## src/shared/ssl_map.svh

```systemverilog
// register offsets, bit positions, tie-offs and timing counts of the strap latch
`ifndef SSL_MAP_SVH
`define SSL_MAP_SVH

// register offsets, one aligned word each
`define SSL_OFF_RST_CONTROL 8'h00
`define SSL_OFF_EEP_COMMAND 8'h04
`define SSL_OFF_LED_CONFIG 8'h08
`define SSL_OFF_BASIC_CTRL 8'h0C
`define SSL_OFF_NEG_ADVERT 8'h10
`define SSL_OFF_SPEC_MODES 8'h14
`define SSL_OFF_SPEC_CTRL 8'h18
`define SSL_OFF_CAPTURED 8'h1C

// bit positions inside the registers
`define SSL_BIT_DIG_RST 0
`define SSL_BIT_RELOAD 0
`define SSL_BIT_LOAD_BUSY 1
`define SSL_BIT_EEP_PRESENT 2
`define SSL_LSB_LED_SEL 0
`define SSL_MSB_LED_SEL 7
`define SSL_LSB_LED_FUNCTION_BITS 8
`define SSL_MSB_LED_FUNCTION_BITS 9
`define SSL_BIT_SPEED 13
`define SSL_BIT_NEG_EN 12
`define SSL_BIT_DUPLEX 8
`define SSL_BIT_ADV_10FD 6
`define SSL_BIT_ADV_10HD 5
`define SSL_LSB_MODE 5
`define SSL_MSB_MODE 7
`define SSL_BIT_XO_OVR 15
`define SSL_BIT_XO_AUTO 14
`define SSL_BIT_XO_CROSS 13
`define SSL_LSB_CAPTURED 0
`define SSL_MSB_CAPTURED 14

// built-in values of straps without a pin, and the mode default used when negotiation is enabled
`define SSL_TIE_MANUAL_XO 1'h0
`define SSL_TIE_DUPLEX 1'h1
`define SSL_MODE_ALL_CAP 3'h7

// cycles after reset release until the synchronised pins are valid
`define SSL_CAPTURE_WAIT 2'h2

`endif

```

## src/shared/ssl_pkg.sv

```systemverilog
// types shared by the strap latch design files
package ssl_pkg;

	// one full set of soft strap values
	typedef struct packed {
		logic [7:0] led_sel;
		logic [1:0] led_function_bits;
		logic auto_xo;
		logic manual_xo;
		logic neg_en;
		logic speed;
		logic duplex;
	} ssl_strap_t;

	// register defaults derived from the straps
	typedef struct packed {
		logic neg_en;
		logic speed;
		logic duplex;
		logic adv_10fd;
		logic adv_10hd;
		logic [2:0] mode;
	} ssl_phy_t;

endpackage

```

## src/rtl/ssl_strap_latch.sv

```systemverilog
// soft strap latch with loader override, revert and register defaults
// Function
// - capture pinned strap levels only when power-on or external reset releases.
// - loader writes replace captured strap values; every strap can be overridden.
// - each strap is a direct configuration value or a register default.
// - straps without a pin take a fixed built-in value.
// - digital reset or reload reverts straps to the captured values.
// - digital reset and reload never re-sample the strap pins.
// - led select bit high makes pin an LED, low a general I/O.
// - one pin defaults all eight led select bits; loader sets each.
// - the two led function straps default the function field bit by bit.
// - crossover strap high enables auto crossover, only while override is clear.
// - with the override bit set, the crossover strap has no effect.
// - manual crossover strap picks straight or crossed; tie-off is zero.
// - negotiation strap defaults the negotiation enable bit.
// - negotiation strap also shapes speed, duplex, advert and mode defaults.
// - speed strap defaults 10 or 100 Mbps, shapes advert and mode.
// - digital reset starts the eeprom loader again.
//
// The address-and-strobe port and the address map were left to the implementer.
`timescale 1ns/10ps
`default_nettype none
`include "ssl_map.svh"

module ssl_strap_latch
#(
	parameter int ADDR_W = 8
)
(
	input wire logic sys_clk_in,
	input wire logic rst_n_in,
	input wire logic external_reset_pin_n_in,
	input wire logic led_select_strap_in,
	input wire logic [1:0] led_function_strap_in,
	input wire logic auto_crossover_strap_in,
	input wire logic negotiation_strap_in,
	input wire logic speed_strap_in,
	input wire logic eeprom_present_in,
	input wire logic loader_wr_in,
	input wire ssl_pkg::ssl_strap_t loader_data_in,
	input wire logic loader_done_in,
	input wire logic [ADDR_W-1:0] reg_addr_in,
	input wire logic [31:0] reg_wdata_in,
	input wire logic reg_wr_in,
	input wire logic reg_rd_in,
	output logic [31:0] reg_rdata_out,
	output logic loader_start_out,
	output logic straps_valid_out,
	output logic [7:0] led_select_bits_out,
	output logic [1:0] led_function_bits_out,
	output logic crossover_auto_out,
	output logic crossover_cross_out,
	output logic negotiation_enable_bit_out,
	output logic speed_select_low_bit_out,
	output logic duplex_select_bit_out,
	output logic advert_10fd_out,
	output logic advert_10hd_out,
	output logic [2:0] special_mode_out
);

	// pin synchronisers
	logic [6:0] pin_meta_q;
	logic [6:0] pin_sync_q;
	logic ext_rst_ok;

	// capture sequencing
	logic capture_pending_q;
	logic [1:0] capture_wait_q;
	logic capture_fire;

	// strap values
	ssl_pkg::ssl_strap_t pin_now;
	ssl_pkg::ssl_strap_t captured;
	ssl_pkg::ssl_strap_t eff_q;
	ssl_pkg::ssl_strap_t eff_d;
	ssl_pkg::ssl_phy_t phy_d;
	logic load_now;

	// soft resets
	logic wr_dig_rst;
	logic wr_reload;
	logic revert;
	logic loader_take;
	logic load_busy_q;

	// software visible registers
	logic [7:0] led_sel_q;
	logic [1:0] led_function_bits_q;
	logic neg_en_q;
	logic speed_q;
	logic duplex_q;
	logic adv_10fd_q;
	logic adv_10hd_q;
	logic [2:0] mode_q;
	logic xo_ovr_q;
	logic xo_auto_q;
	logic xo_cross_q;
	logic xo_auto_out_q;
	logic xo_cross_out_q;
	logic loader_start_q;
	logic straps_valid_q;
	logic [31:0] rdata_q;

	// register defaults shaped by negotiation and speed straps
	function automatic ssl_pkg::ssl_phy_t derive_phy
	(
		input ssl_pkg::ssl_strap_t s
	);
		ssl_pkg::ssl_phy_t d;
		d.neg_en = s.neg_en;
		d.speed = s.neg_en | s.speed;
		d.duplex = s.neg_en | s.duplex;
		d.adv_10fd = s.neg_en | (~s.speed & s.duplex);
		d.adv_10hd = s.neg_en | ~s.speed;
		if (s.neg_en)
			d.mode = `SSL_MODE_ALL_CAP;
		else
			d.mode = {1'h0, s.speed, s.duplex};
		return d;
	endfunction

	// two-stage synchroniser for the reset pin and strap pins
	always_ff @(posedge sys_clk_in or negedge rst_n_in)
	begin
		if (!rst_n_in)
		begin
			pin_meta_q <= 7'h00;
			pin_sync_q <= 7'h00;
		end
		else
		begin
			pin_meta_q <= {external_reset_pin_n_in, led_select_strap_in,
				led_function_strap_in, auto_crossover_strap_in,
				negotiation_strap_in, speed_strap_in};
			pin_sync_q <= pin_meta_q;
		end
	end

	assign ext_rst_ok = pin_sync_q[6];

	// strap set as seen on the pins now, tie-offs for unpinned ones
	always_comb
	begin
		pin_now.led_sel = {8{pin_sync_q[5]}};
		pin_now.led_function_bits = pin_sync_q[4:3];
		pin_now.auto_xo = pin_sync_q[2];
		pin_now.manual_xo = `SSL_TIE_MANUAL_XO;
		pin_now.neg_en = pin_sync_q[1];
		pin_now.speed = pin_sync_q[0];
		pin_now.duplex = `SSL_TIE_DUPLEX;
	end

	// capture waits for the pins to pass both sync stages
	always_ff @(posedge sys_clk_in or negedge rst_n_in)
	begin
		if (!rst_n_in)
		begin
			capture_pending_q <= 1'h1;
			capture_wait_q <= 2'h0;
		end
		else if (!ext_rst_ok)
		begin
			capture_pending_q <= 1'h1;
			capture_wait_q <= 2'h0;
		end
		else if (capture_pending_q)
		begin
			if (capture_wait_q == `SSL_CAPTURE_WAIT)
				capture_pending_q <= 1'h0;
			else
				capture_wait_q <= capture_wait_q + 2'h1;
		end
	end

	// single capture on hard reset release
	assign capture_fire = capture_pending_q & ext_rst_ok &
		(capture_wait_q == `SSL_CAPTURE_WAIT);

	// held copy of the captured levels
	ssl_capture_store u_store
	(
		.sys_clk_in(sys_clk_in),
		.rst_n_in(rst_n_in),
		.capture_in(capture_fire),
		.data_in(pin_now),
		.data_out(captured)
	);

	// soft reset strobes from the register port
	assign wr_dig_rst = reg_wr_in & ext_rst_ok &
		(reg_addr_in == ADDR_W'(`SSL_OFF_RST_CONTROL)) &
		reg_wdata_in[`SSL_BIT_DIG_RST];
	assign wr_reload = reg_wr_in & ext_rst_ok &
		(reg_addr_in == ADDR_W'(`SSL_OFF_EEP_COMMAND)) &
		reg_wdata_in[`SSL_BIT_RELOAD];
	assign revert = ~capture_pending_q & (wr_dig_rst | wr_reload);
	assign loader_take = ~capture_pending_q & ~revert &
		loader_wr_in & eeprom_present_in;

	// next effective straps: capture, then revert, then loader
	always_comb
	begin
		eff_d = eff_q;
		load_now = 1'h0;
		if (capture_fire)
		begin
			eff_d = pin_now;
			load_now = 1'h1;
		end
		else if (revert)
		begin
			eff_d = captured;
			load_now = 1'h1;
		end
		else if (loader_take)
		begin
			eff_d = loader_data_in;
			load_now = 1'h1;
		end
	end

	assign phy_d = derive_phy(eff_d);

	// effective strap values
	always_ff @(posedge sys_clk_in or negedge rst_n_in)
	begin
		if (!rst_n_in)
			eff_q <= '0;
		else
			eff_q <= eff_d;
	end

	// loader busy flag, start set wins over done
	always_ff @(posedge sys_clk_in or negedge rst_n_in)
	begin
		if (!rst_n_in)
			load_busy_q <= 1'h0;
		else if (revert || capture_fire)
			load_busy_q <= 1'h1;
		else if (loader_done_in || !eeprom_present_in)
			load_busy_q <= 1'h0;
	end

	// loader start pulse after any reset that reloads
	always_ff @(posedge sys_clk_in or negedge rst_n_in)
	begin
		if (!rst_n_in)
			loader_start_q <= 1'h0;
		else
			loader_start_q <= revert | capture_fire;
	end

	// straps valid once captured, dropped by external reset
	always_ff @(posedge sys_clk_in or negedge rst_n_in)
	begin
		if (!rst_n_in)
			straps_valid_q <= 1'h0;
		else if (!ext_rst_ok)
			straps_valid_q <= 1'h0;
		else if (capture_fire)
			straps_valid_q <= 1'h1;
	end

	// led configuration register, defaults from the straps
	always_ff @(posedge sys_clk_in or negedge rst_n_in)
	begin
		if (!rst_n_in)
		begin
			led_sel_q <= 8'h00;
			led_function_bits_q <= 2'h0;
		end
		else if (load_now)
		begin
			led_sel_q <= eff_d.led_sel;
			led_function_bits_q <= eff_d.led_function_bits;
		end
		else if (reg_wr_in && reg_addr_in == ADDR_W'(`SSL_OFF_LED_CONFIG))
		begin
			led_sel_q <= reg_wdata_in[`SSL_MSB_LED_SEL:`SSL_LSB_LED_SEL];
			led_function_bits_q <= reg_wdata_in[`SSL_MSB_LED_FUNCTION_BITS:`SSL_LSB_LED_FUNCTION_BITS];
		end
	end

	// port 1 basic control bits
	always_ff @(posedge sys_clk_in or negedge rst_n_in)
	begin
		if (!rst_n_in)
		begin
			neg_en_q <= 1'h0;
			speed_q <= 1'h0;
			duplex_q <= 1'h0;
		end
		else if (load_now)
		begin
			neg_en_q <= phy_d.neg_en;
			speed_q <= phy_d.speed;
			duplex_q <= phy_d.duplex;
		end
		else if (reg_wr_in && reg_addr_in == ADDR_W'(`SSL_OFF_BASIC_CTRL))
		begin
			neg_en_q <= reg_wdata_in[`SSL_BIT_NEG_EN];
			speed_q <= reg_wdata_in[`SSL_BIT_SPEED];
			duplex_q <= reg_wdata_in[`SSL_BIT_DUPLEX];
		end
	end

	// negotiation advertisement bits
	always_ff @(posedge sys_clk_in or negedge rst_n_in)
	begin
		if (!rst_n_in)
		begin
			adv_10fd_q <= 1'h0;
			adv_10hd_q <= 1'h0;
		end
		else if (load_now)
		begin
			adv_10fd_q <= phy_d.adv_10fd;
			adv_10hd_q <= phy_d.adv_10hd;
		end
		else if (reg_wr_in && reg_addr_in == ADDR_W'(`SSL_OFF_NEG_ADVERT))
		begin
			adv_10fd_q <= reg_wdata_in[`SSL_BIT_ADV_10FD];
			adv_10hd_q <= reg_wdata_in[`SSL_BIT_ADV_10HD];
		end
	end

	// special mode field
	always_ff @(posedge sys_clk_in or negedge rst_n_in)
	begin
		if (!rst_n_in)
			mode_q <= 3'h0;
		else if (load_now)
			mode_q <= phy_d.mode;
		else if (reg_wr_in && reg_addr_in == ADDR_W'(`SSL_OFF_SPEC_MODES))
			mode_q <= reg_wdata_in[`SSL_MSB_MODE:`SSL_LSB_MODE];
	end

	// crossover override bits, untouched by soft resets
	always_ff @(posedge sys_clk_in or negedge rst_n_in)
	begin
		if (!rst_n_in)
		begin
			xo_ovr_q <= 1'h0;
			xo_auto_q <= 1'h0;
			xo_cross_q <= 1'h0;
		end
		else if (!ext_rst_ok)
		begin
			xo_ovr_q <= 1'h0;
			xo_auto_q <= 1'h0;
			xo_cross_q <= 1'h0;
		end
		else if (reg_wr_in && reg_addr_in == ADDR_W'(`SSL_OFF_SPEC_CTRL))
		begin
			xo_ovr_q <= reg_wdata_in[`SSL_BIT_XO_OVR];
			xo_auto_q <= reg_wdata_in[`SSL_BIT_XO_AUTO];
			xo_cross_q <= reg_wdata_in[`SSL_BIT_XO_CROSS];
		end
	end

	// crossover as direct configuration from straps or override
	always_ff @(posedge sys_clk_in or negedge rst_n_in)
	begin
		if (!rst_n_in)
		begin
			xo_auto_out_q <= 1'h0;
			xo_cross_out_q <= 1'h0;
		end
		else if (xo_ovr_q)
		begin
			xo_auto_out_q <= xo_auto_q;
			xo_cross_out_q <= xo_cross_q;
		end
		else
		begin
			xo_auto_out_q <= eff_q.auto_xo;
			xo_cross_out_q <= ~eff_q.auto_xo & eff_q.manual_xo;
		end
	end

	// read data one cycle after the strobe, zero when unmapped
	always_ff @(posedge sys_clk_in or negedge rst_n_in)
	begin
		if (!rst_n_in)
			rdata_q <= 32'h0000_0000;
		else if (reg_rd_in)
		begin
			rdata_q <= 32'h0000_0000;
			case (reg_addr_in)
				ADDR_W'(`SSL_OFF_RST_CONTROL):
					rdata_q[`SSL_BIT_DIG_RST] <= load_busy_q;
				ADDR_W'(`SSL_OFF_EEP_COMMAND):
				begin
					rdata_q[`SSL_BIT_LOAD_BUSY] <= load_busy_q;
					rdata_q[`SSL_BIT_EEP_PRESENT] <= eeprom_present_in;
				end
				ADDR_W'(`SSL_OFF_LED_CONFIG):
				begin
					rdata_q[`SSL_MSB_LED_SEL:`SSL_LSB_LED_SEL] <= led_sel_q;
					rdata_q[`SSL_MSB_LED_FUNCTION_BITS:`SSL_LSB_LED_FUNCTION_BITS] <= led_function_bits_q;
				end
				ADDR_W'(`SSL_OFF_BASIC_CTRL):
				begin
					rdata_q[`SSL_BIT_NEG_EN] <= neg_en_q;
					rdata_q[`SSL_BIT_SPEED] <= speed_q;
					rdata_q[`SSL_BIT_DUPLEX] <= duplex_q;
				end
				ADDR_W'(`SSL_OFF_NEG_ADVERT):
				begin
					rdata_q[`SSL_BIT_ADV_10FD] <= adv_10fd_q;
					rdata_q[`SSL_BIT_ADV_10HD] <= adv_10hd_q;
				end
				ADDR_W'(`SSL_OFF_SPEC_MODES):
					rdata_q[`SSL_MSB_MODE:`SSL_LSB_MODE] <= mode_q;
				ADDR_W'(`SSL_OFF_SPEC_CTRL):
				begin
					rdata_q[`SSL_BIT_XO_OVR] <= xo_ovr_q;
					rdata_q[`SSL_BIT_XO_AUTO] <= xo_auto_q;
					rdata_q[`SSL_BIT_XO_CROSS] <= xo_cross_q;
				end
				ADDR_W'(`SSL_OFF_CAPTURED):
					rdata_q[`SSL_MSB_CAPTURED:`SSL_LSB_CAPTURED] <= captured;
				default:
					rdata_q <= 32'h0000_0000;
			endcase
		end
	end

	// outputs straight from flip-flops
	assign reg_rdata_out = rdata_q;
	assign loader_start_out = loader_start_q;
	assign straps_valid_out = straps_valid_q;
	assign led_select_bits_out = led_sel_q;
	assign led_function_bits_out = led_function_bits_q;
	assign crossover_auto_out = xo_auto_out_q;
	assign crossover_cross_out = xo_cross_out_q;
	assign negotiation_enable_bit_out = neg_en_q;
	assign speed_select_low_bit_out = speed_q;
	assign duplex_select_bit_out = duplex_q;
	assign advert_10fd_out = adv_10fd_q;
	assign advert_10hd_out = adv_10hd_q;
	assign special_mode_out = mode_q;

endmodule

`default_nettype wire

```

## src/rtl/ssl_capture_store.sv

```systemverilog
// held copy of the strap levels caught at the last hard reset
`timescale 1ns/10ps
`default_nettype none

module ssl_capture_store
(
	input wire logic sys_clk_in,
	input wire logic rst_n_in,
	input wire logic capture_in,
	input wire ssl_pkg::ssl_strap_t data_in,
	output var ssl_pkg::ssl_strap_t data_out
);

	ssl_pkg::ssl_strap_t store_q;

	// written only by a hard-reset capture, never by soft resets
	always_ff @(posedge sys_clk_in or negedge rst_n_in)
	begin
		if (!rst_n_in)
			store_q <= '0;
		else if (capture_in)
			store_q <= data_in;
	end

	assign data_out = store_q;

endmodule

`default_nettype wire

```

## config.mk

```make
export PLATFORM = sky130hd
export DESIGN_NAME = ssl_strap_latch
export DESIGN_NICKNAME = d
export VERILOG_FILES = /design/src/shared/ssl_pkg.sv /design/src/rtl/ssl_strap_latch.sv /design/src/rtl/ssl_capture_store.sv
export VERILOG_INCLUDE_DIRS = /design/src /design/src/shared
export SDC_FILE = /design/constraint.sdc
export NUM_CORES = 1
export LEC_CHECK = 0
export BUFFER_PORTS_ARGS = -buffer_cell sky130_fd_sc_hd__buf_2
export CORE_ASPECT_RATIO = 1.5
export CORE_UTILIZATION = 47
export DETAILED_ROUTE_END_ITERATION = 8
export GPL_TIMING_DRIVEN = 0
export PLACE_DENSITY = 0.89
export SYNTH_ARGS = -nofsm -noshare
export SYNTH_HDL_FRONTEND = slang
export SYNTH_HIERARCHICAL = 1
export SYNTH_SLANG_ARGS = --single-unit
```

## constraint.sdc

```tcl
create_clock -name sys_clk_in -period 2 [get_ports sys_clk_in]
set_input_delay 0.6 -clock sys_clk_in [delete_from_list [all_inputs] [get_ports sys_clk_in]]
set_output_delay 0.6 -clock sys_clk_in [all_outputs]
set_load 0.1 [all_outputs]
```

# Word level (Yosys, flattened, before mapping)
# Cells that the tools add are included.
# word_totals
ff_bits	81
in_bits	69
output_inout_bits	54
# op_classes
n_addsub	1
eq_ne	12
n_mux	53
n_bitwise	23
reduce_logical	16
# op_table
operator	count
15-bit 2-to-1 mux	3
8-bit by 5-bit == test with 1-bit output, second input constant	4
1-bit 2-to-1 mux	29
8-bit by 4-bit == test with 1-bit output, second input constant	2
8-bit 2-to-1 mux	2
1-bit bitwise AND	13
2-bit 2-to-1 mux	6
1-bit one-hot mux with 3 select lines	4
2-bit nonzero test	5
3-bit 2-to-1 mux	3
8-bit by 3-bit == test with 1-bit output, second input constant	1
8-bit zero test	1
2-bit one-hot mux with 4 select lines	1
2-bit by 1-bit inequality test with 1-bit output, second input constant	3
1-bit OR	6
1-bit one-hot mux with 2 select lines	3
2-bit one-hot mux with 3 select lines	1
1-bit logical AND	5
1-bit inverter	4
2-bit one-hot mux with 2 select lines	1
3-bit nonzero test	1
2-bit by 1-bit adder with 2-bit output, second input constant	1
2-bit == test, second input constant	1
1-bit logical OR	2
3 further kinds	3

# Longest topological paths before layout
# Gate-level depths: netlist of the first run.
# depth
depth_word	16
depth_mapped	9

# By module
# Netlist of the first run, hierarchy kept.
# modules_own_cells
module	instances	cells_each	area_each_um2
ssl_strap_latch	1	332	3508.4
ssl_capture_store	1	32	613.1

# Worst setup path after synthesis of the first run
# Ideal clock, no wire load.
# synth_timing
path_type	input-to-reg
from	in reg_addr_in[7]
to	reg led_function_bits_q[0] (netlist: led_function_bits_out[0])
setup_time_ns	0.087
arrival_ns	2.158
slack_ns	-0.245
stages	5
n_path_buf	0
path_cell_list	or4_4 > nor4_1 > nand2_1 > mux2i_1 > a22oi_1
# synth_via
elab_chain_cells	13
elab_cells_between_ends	22
# synth_lines
item	line	rtl
start, declared	ssl_strap_latch.sv:42	input wire logic [ADDR_W-1:0] reg_addr_in,
8-bit by 3-bit == test with 1-bit output or 8-bit zero test (tied branches)	ssl_strap_latch.sv:194, ssl_strap_latch.sv:191	
1-bit bitwise AND, on equally long branches (2 in a row)	ssl_strap_latch.sv:193, ssl_strap_latch.sv:190	
1-bit OR	ssl_strap_latch.sv:196	assign revert = ~capture_pending_q & (wr_dig_rst | wr_reload);
1-bit bitwise AND	ssl_strap_latch.sv:196	
1-bit inverter	ssl_strap_latch.sv:197	assign loader_take = ~capture_pending_q & ~revert &
1-bit bitwise AND (2 in a row)	ssl_strap_latch.sv:197	
1-bit bitwise AND	ssl_strap_latch.sv:198	loader_wr_in & eeprom_present_in;
15-bit 2-to-1 mux or 1-bit 2-to-1 mux (tied branches)	ssl_strap_latch.sv:215	else if (loader_take)
15-bit 2-to-1 mux or 1-bit 2-to-1 mux (tied branches)	ssl_strap_latch.sv:210	else if (revert)
15-bit 2-to-1 mux or 1-bit 2-to-1 mux (tied branches)	ssl_strap_latch.sv:205	if (capture_fire)
2-bit 2-to-1 mux or 2-bit nonzero test (tied branches)	n/a	
end signal, assigned	ssl_strap_latch.sv:275	led_function_bits_q <= eff_d.led_function_bits;
end signal, assigned	ssl_strap_latch.sv:280	led_function_bits_q <= reg_wdata_in[`SSL_MSB_LED_FUNCTION_BITS:`SSL_LSB_LED_FUNCTION_BITS];
end, declared	ssl_strap_latch.sv:88	logic [1:0] led_function_bits_q;
# Parallel ways exist; a longest one is shown, timed or not. The select of a mux whose other input is x is not followed.
# A chain may end at the register's enable or synchronous reset.

# Worst setup path after layout of the first run
# layout_timing
from	in reg_addr_in[7]
to	reg adv_10fd_q (netlist: advert_10fd_out)
# layout_via
elab_chain_cells	16
elab_cells_between_ends	25
# layout_lines
item	line	rtl
8-bit by 3-bit == test with 1-bit output or 8-bit zero test (tied branches)	ssl_strap_latch.sv:194, ssl_strap_latch.sv:191	
1-bit bitwise AND, on equally long branches (2 in a row)	ssl_strap_latch.sv:193, ssl_strap_latch.sv:190	
1-bit OR	ssl_strap_latch.sv:196	
1-bit bitwise AND	ssl_strap_latch.sv:196	
1-bit inverter	ssl_strap_latch.sv:197	
1-bit bitwise AND (2 in a row)	ssl_strap_latch.sv:197	
1-bit bitwise AND	ssl_strap_latch.sv:198	
15-bit 2-to-1 mux	ssl_strap_latch.sv:215	
15-bit 2-to-1 mux	ssl_strap_latch.sv:210	
15-bit 2-to-1 mux	ssl_strap_latch.sv:205	
1-bit inverter	ssl_strap_latch.sv:113	d.adv_10fd = s.neg_en | (~s.speed & s.duplex);
1-bit bitwise AND	ssl_strap_latch.sv:113	
1-bit OR	ssl_strap_latch.sv:113	
1-bit 2-to-1 mux	ssl_strap_latch.sv:315	else if (load_now)
end signal, assigned	ssl_strap_latch.sv:317	adv_10fd_q <= phy_d.adv_10fd;
end signal, assigned	ssl_strap_latch.sv:322	adv_10fd_q <= reg_wdata_in[`SSL_BIT_ADV_10FD];
end, declared	ssl_strap_latch.sv:92	logic adv_10fd_q;
# Parallel ways exist; a longest one is shown, timed or not. The select of a mux whose other input is x is not followed.

==> flow_metrics.env, run 1 <==
export IMPL_htreeDepth=3
export IMPL_grt_max_degree=66
export IMPL_num_antenna_cells=0
export IMPL_fin_tns_setup_ns=0
export IMPL_grt_remaining_overflow=0
export IMPL_vias=3445
export IMPL_cpMaxStageDelayCell="a221o_2"
export IMPL_place_hpwl_um=8040
export IMPL_cp_endpoint="advert_10fd_out$_DFFE_PN0P_"
export IMPL_ys_seq_area_frac=0.535
export IMPL_p_per_area_nw_per_um2=1470
export IMPL_p_int_w=0.00433
export IMPL_pwr_share_seq=0.350
export IMPL_area_growth_pct=32.5
export IMPL_path_class="input pin to flip-flop"
export IMPL_first_pass_iters=5
export IMPL_leakagePower_nw=2.66
export IMPL_num_rows=41
export IMPL_skew_ns=0.00427
export IMPL_synth_edff_count=0
export IMPL_netlist_instances=364
export IMPL_setup_worst_path_start_class="input pin"
export IMPL_synth_distinct_cells=55
export IMPL_critPathRequiredTime_ns=2.23
export IMPL_clock_latency_ns=0.34
export IMPL_die_area_um2=9160
export IMPL_io_pins=123
export IMPL_end_kind="flip-flop"
export IMPL_multiInputGateArea_um2=1890
export IMPL_synthAdderAreaFrac=0.00304
export IMPL_synth_mux_area_frac=0.131
export IMPL_cp_arrival_ns=2.20
export IMPL_synth_top_family_by_area="simple AND/OR/NAND/NOR gates"
export IMPL_cts_clk_slew_worst_paths_ns=0.06
export IMPL_synth_warning_count=6
export IMPL_p_sw_w=0.00368
export IMPL_tightest_slew_ns=0.613
export IMPL_grt_pass1_vias=3481
export IMPL_regArea_um2=2200
export IMPL_drive_gt1_frac=0.409
export IMPL_path_cells="buf_2 > nor4_4 > buf_4 > a41oi_4 > a221o_2 > or2_4 > a22o_1"
export IMPL_slew_headroom=0.587
export IMPL_report_final_slew_viol_count=0
export IMPL_ant_nets=0
export IMPL_synthArstFlopShare=1.00
export IMPL_fin_nets=564
export IMPL_synth_compound_area_share=0.128
export IMPL_final_hold_violation_count=0
export IMPL_core_area_um2=8460
export IMPL_swShare=0.459
export IMPL_fillers=592
export IMPL_die_w_um=78.5
export IMPL_die_y_um=117
export IMPL_synth_simple_area_share=0.135
export IMPL_post_drt_wl_per_cell_um=19.5
export IMPL_drt_total_wl_um=11800
export IMPL_post_route_min_period_ns=1.97
export IMPL_grt_first_pass_wirelength_um=17700
export IMPL_synth_area_per_cell_um2=11.3
export IMPL_reg2reg_depth=8
export IMPL_clockBufferDepth=2
export IMPL_final_cell_mix="dfrtp_1, buf_2, buf_4"
export IMPL_antenna_found_initial=0
export IMPL_numCtsBuffers=9
export IMPL_mappedNetlistArea_um2=4120
export IMPL_synth_top_flop_cell="dfrtp_1"
export IMPL_hp_class="input pin to async pin"
export IMPL_peakVddDrop_v=0.00138
export IMPL_cp_startpoint="reg_addr_in[7]"
export IMPL_fmax_mhz=509
export IMPL_start_util=0.487
export IMPL_grt_usage=0.265
export IMPL_r2r_end="advert_10fd_out$_DFFE_PN0P_"
export IMPL_cts_root_buf="clkbuf_16"
export IMPL_numPortBuffers=87
export IMPL_final_common_cell="dfrtp_1"
export IMPL_vias_per_cell=5.68
export IMPL_synth_seq_cells=88
export IMPL_r2r_start="capture_wait_q[0]$_DFFE_PN0P_"
export IMPL_path_max_fanout=4
export IMPL_yosys_area_share_xor_xnor=0.00425
export IMPL_cts_sinks=88
export IMPL_drc=0
export IMPL_fin_crit_sh=0.983
export IMPL_slowest_delay_ns=0.42
export IMPL_r2r_slack_ns=0.05
export IMPL_clkPwrFrac=0.210
export IMPL_cts_tree="done"
export IMPL_cap_violations=0
export IMPL_fin_util=0.645
export IMPL_drtIter0Drc=417
export IMPL_outcome="finished clean"
export IMPL_globalplace_congestion=0.902
export IMPL_share_comb_of_total_power=0.439
export IMPL_finalSetupViolations=0
repair_timing:
item                                    4_1_cts  5_1_grt
endpoints found under the hold margin         0        0
hold buffers                                  0        0
buffers inserted                             10        7
endpoints found under the setup margin       55       21
pin swaps                                     8        7
resized for setup                            29       15
registers in the layout, indices dropped and copies added, names as in the netlist, 2 cells and up:
signal / count
u_store/data_out: 15
reg_rdata_out: 16
led_select_bits_out: 8
led_function_bits_out: 2
eff_q: 14
special_mode_out: 3
capture_wait_q: 2
pin_sync_q: 7
pin_meta_q: 7
how the worst min path moves through the flow:
stage                       startpoint  slack (ns)  cells after the start                      endpoint
3_3_place_gp   pin_meta_q[6]$_DFF_PN0_        0.33                      0       pin_sync_q[6]$_DFF_PN0_
4_1_cts                       rst_n_in        0.16                      1  straps_valid_out$_DFFE_PN0P_
6_report                      rst_n_in        0.16                      1  straps_valid_out$_DFFE_PN0P_
5_1_grt                       rst_n_in        0.17                      1          eff_q[4]$_DFFE_PN0P_
2_1_floorplan                 rst_n_in        0.30                      0   advert_10fd_out$_DFFE_PN0P_
3_5_place_dp   pin_meta_q[4]$_DFF_PN0_        0.33                      0       pin_sync_q[4]$_DFF_PN0_
cells in the mapped netlist (4+ instances only):
cell / n / area share
dfrtp_1: 87 / 0.53
a22oi_1: 20 / 0.036
nor2_1: 19 / 0.017
a21oi_1: 24 / 0.029
mux2_2: 16 / 0.044
o21ai_0: 6 / 0.0073
inv_1: 7 / 0.0064
buf_4: 16 / 0.029
mux2i_1: 20 / 0.049
nand3_1: 9 / 0.011
a31oi_1: 4 / 0.0061
clkbuf_1: 10 / 0.0091
nand2_1: 35 / 0.032
nor2b_1: 11 / 0.017
mux2_4: 10 / 0.036
a222oi_1: 4 / 0.0097
and3_1: 4 / 0.0061
buf_2: 5 / 0.0061
power groups by stage:
stage,Combinational [W],Clock [W],Sequential [W]
after global routing,0.00368,0.00180,0.00285
after floorplan,0.00117,0,0.00422
after detailed placement,0.00333,0,0.00279
after CTS,0.00344,0.00171,0.00276
final,0.00352,0.00168,0.00280
after global placement,0.00324,0,0.00276
final cells by class:
type | count | share of cell area
buffer | 32 | 0.0500
clock inverter | 3 | 0.00733
tap | 107 | 0.0245
timing repair buffer | 105 | 0.115
sequential | 88 | 0.404
inverter | 8 | 0.00550
multi-input combinational | 250 | 0.346
clock buffer | 13 | 0.0477
critical path: cells and delay by family:
family / cells / cell delay [ns]
buffers and inverters: 2 / 0.35
and+or+nand+nor: 2 / 0.51
AOI/OAI and AO/OA: 3 / 0.73
per-stage QoR:
step	worst slack (ns)	hold slack [ns]	instance area (um2)	total power, W	cells
2_1_floorplan	-0.0915	0.304	4260	0.00539	380
3_3_place_gp	-0.533	0.331	4830	0.00600	574
3_5_place_dp	-0.594	0.335	4860	0.00612	575
4_1_cts	-0.00147	0.160	5350	0.00791	599
5_1_grt	-0.0330	0.171	5460	0.00832	606
6_report	0.0341	0.159	5460	0.00801	606
layer usage:
| layer | track usage | vias up | wire length (um) |
|---|---|---|---|
| li1 | - | 1532 | - |
| met1 | 0.281 | 1639 | 4260 |
| met2 | 0.457 | 205 | 5930 |
| met5 | 0 | - | 0 |
| met3 | 0.0555 | 69 | 736 |
| met4 | 0.215 | 0 | 902 |
cells by family after synthesis:
| logic type | after synthesis |
|---|---|
| other cells | 2 |
| compound gates | 78 |
| buf+inv | 42 |
| mux | 47 |
| fa+ha+maj | 1 |
| simple gates | 104 |
| flops | 88 |
| xor+xnor | 2 |
Note: power is estimated with default switching activity, not from simulation.
==> run 2: changes to the inputs <==
--- a/config.mk
+++ b/config.mk
@@ -11,7 +11,7 @@
 export CORE_UTILIZATION = 47
 export DETAILED_ROUTE_END_ITERATION = 8
 export GPL_TIMING_DRIVEN = 0
-export PLACE_DENSITY = 0.89
+export PLACE_DENSITY = 0.77
 export SYNTH_ARGS = -nofsm -noshare
 export SYNTH_HDL_FRONTEND = slang
 export SYNTH_HIERARCHICAL = 1
==> run 2 against run 1 <==
Effect of this change:
- routed wire length decreased by 6.1%
- flip-flop and latch count stayed put
- fmax down 0.98%
- sequential share of layout area grew 0.20 points
- via count fell by 2.6%
- total power up 0.74%
- largest cell class unchanged
==> flow_metrics.env, run 2 (synthesis results as in run 1) <==
export IMPL_drc=0
export IMPL_start_util=0.487
export IMPL_peakVddDrop_v=0.000927
export IMPL_grt_max_degree=73
export IMPL_pwr_share_seq=0.347
export IMPL_post_route_min_period_ns=1.99
export IMPL_path_delay_family="compound AO/OA/AOI/OAI gates"
export IMPL_grt_setup_unrepaired="true"
export IMPL_whs_ns=0.127
export IMPL_clock_latency_ns=0.34
export IMPL_cp_buffers_inverters=3
export IMPL_leakagePower_nw=2.66
export IMPL_globalplace_congestion=0.870
export IMPL_path_max_fanout=4
export IMPL_vias=3355
export IMPL_numCtsBuffers=9
export IMPL_htreeDepth=3
export IMPL_fmax_mhz=504
export IMPL_design_area_um2=5430
export IMPL_slowest_delay_ns=0.45
export IMPL_grt_first_pass_wirelength_um=16900
export IMPL_skew_ns=0.00727
export IMPL_critPathRequiredTime_ns=2.23
export IMPL_p_int_w=0.00443
export IMPL_cts_root_buf="clkbuf_16"
export IMPL_grt_usage=0.254
export IMPL_fin_nets=563
export IMPL_final_common_cell="dfrtp_1"
export IMPL_die_w_um=78.5
export IMPL_vias_per_cell=5.55
export IMPL_final_hold_violation_count=0
export IMPL_cts_sinks=88
export IMPL_die_y_um=117
export IMPL_slew_headroom=0.547
export IMPL_tightest_slew_ns=0.678
export IMPL_path_cells="buf_8 > buf_4 > nor4_4 > buf_4 > a41oi_4 > a221o_1 > or2_4 > a22o_1"
export IMPL_core_area_um2=8460
export IMPL_totalPowerFinal_w=0.00807
export IMPL_antenna_found_initial=0
export IMPL_die_area_um2=9160
export IMPL_fin_crit_sh=0.993
export IMPL_p_sw_w=0.00364
export IMPL_swShare=0.451
export IMPL_cpMaxStageDelayCell="a221o_1"
export IMPL_end_kind="flip-flop"
export IMPL_cp_arrival_ns=2.21
export IMPL_clockBufferDepth=2
export IMPL_path_class="input pin to flip-flop"
export IMPL_report_final_slew_viol_count=0
export IMPL_cts_hold_buf=0
export IMPL_crit_path_frequent_cell="buf_4"
export IMPL_fillers=655
export IMPL_share_comb_of_total_power=0.426
export IMPL_drive_gt1_frac=0.400
export IMPL_first_pass_iters=5
export IMPL_hp_class="input pin to async pin"
export IMPL_final_cell_mix="dfrtp_1, buf_2, buf_4"
export IMPL_outcome="finished clean"
export IMPL_p_per_area_nw_per_um2=1480
export IMPL_clkPwrFrac=0.227
export IMPL_setup_worst_path_start_class="input pin"
export IMPL_num_rows=41
export IMPL_largest_register_ffs=16
export IMPL_grt_remaining_overflow=0
export IMPL_cts_clk_slew_worst_paths_ns=0.06
export IMPL_post_drt_wl_per_cell_um=18.4
export IMPL_place_hpwl_um=7860
export IMPL_grt_pass1_vias=3232
export IMPL_finalSetupViolations=0
export IMPL_drtIter0Drc=302
export IMPL_drt_total_wl_um=11100
export IMPL_num_antenna_cells=0
export IMPL_ant_nets=0
export IMPL_cap_violations=0
export IMPL_numPortBuffers=87
export IMPL_dpl_cell_area_um2=4860
export IMPL_io_pins=123
export IMPL_area_growth_pct=31.8
export IMPL_cts_tree="done"
-- run 2: metrics by stage --
stage	utilization	TNS, ns	setup WS, ns	instances
final	0.642	0	0.0146	604
after global routing	0.642	-0.136	-0.0377	604
after CTS	0.633	-0.191	-0.0343	598
after detailed placement	0.574	-23.87	-0.603	575
after global placement	0.571	-55.20	-0.553	574
after floorplan	-	-1.22	-0.0915	380
-- run 2: worst register-to-register path: cells and delay by family (launching register included) --
family | cells | cell delay (ns)
flops | 1 | 0.34
fa+ha+maj | 1 | 0.17
simple gates | 3 | 0.63
buf+inv | 2 | 0.18
compound gates | 2 | 0.54
-- run 2: routing by layer --
metal | wire length, um | GRT usage
met5 | 0 | 0
met2 | 5780 | 0.430
met4 | 448 | 0.136
met3 | 651 | 0.0547
met1 | 4230 | 0.302
-- run 2: repair_timing --
action,4_1_cts,5_1_grt
hold endpoints to repair,0,0
resized for setup,27,11
pin swaps,8,7
setup endpoints to repair,57,24
setup buffers,9,7
-- run 2: power groups by stage --
stage	combinational (W)	sequential [W]	clock, W
final	0.00344	0.00280	0.00183
after global routing	0.00361	0.00285	0.00193
after CTS	0.00340	0.00278	0.00184
after global placement	0.00324	0.00277	0
after floorplan	0.00117	0.00422	0
after detailed placement	0.00331	0.00280	0
-- run 2: path summary, 6_finish.rpt --
kind	cells past startpoint	slack (ns)	start	endpoint
setup / recovery	8	0.01	reg_addr_in[4]	advert_10fd_out$_DFFE_PN0P_
max in group asynchronous	2	1.21	rst_n_in	capture_pending_q$_DFF_PN1_
min in group sys_clk_in	0	0.35	pin_meta_q[2]$_DFF_PN0_	pin_sync_q[2]$_DFF_PN0_
hold / removal	1	0.13	rst_n_in	reg_rdata_out[9]$_DFFE_PN0P_
setup reg to reg	8	0.04	capture_wait_q[0]$_DFFE_PN0P_	advert_10fd_out$_DFFE_PN0P_
hold reg to reg	0	0.35	pin_meta_q[2]$_DFF_PN0_	pin_sync_q[2]$_DFF_PN0_
-- run 2: area by class of cell --
cell class	instances	area, um2	area share
timing repair buffer	104	608	0.112
buffer	32	258	0.0474
inverter	8	30.0	0.00553
tap	107	134	0.0246
sequential	88	2200	0.406
clock buffer	12	256	0.0472
clock inverter	3	65.1	0.0120
multi-input combinational	250	1880	0.345
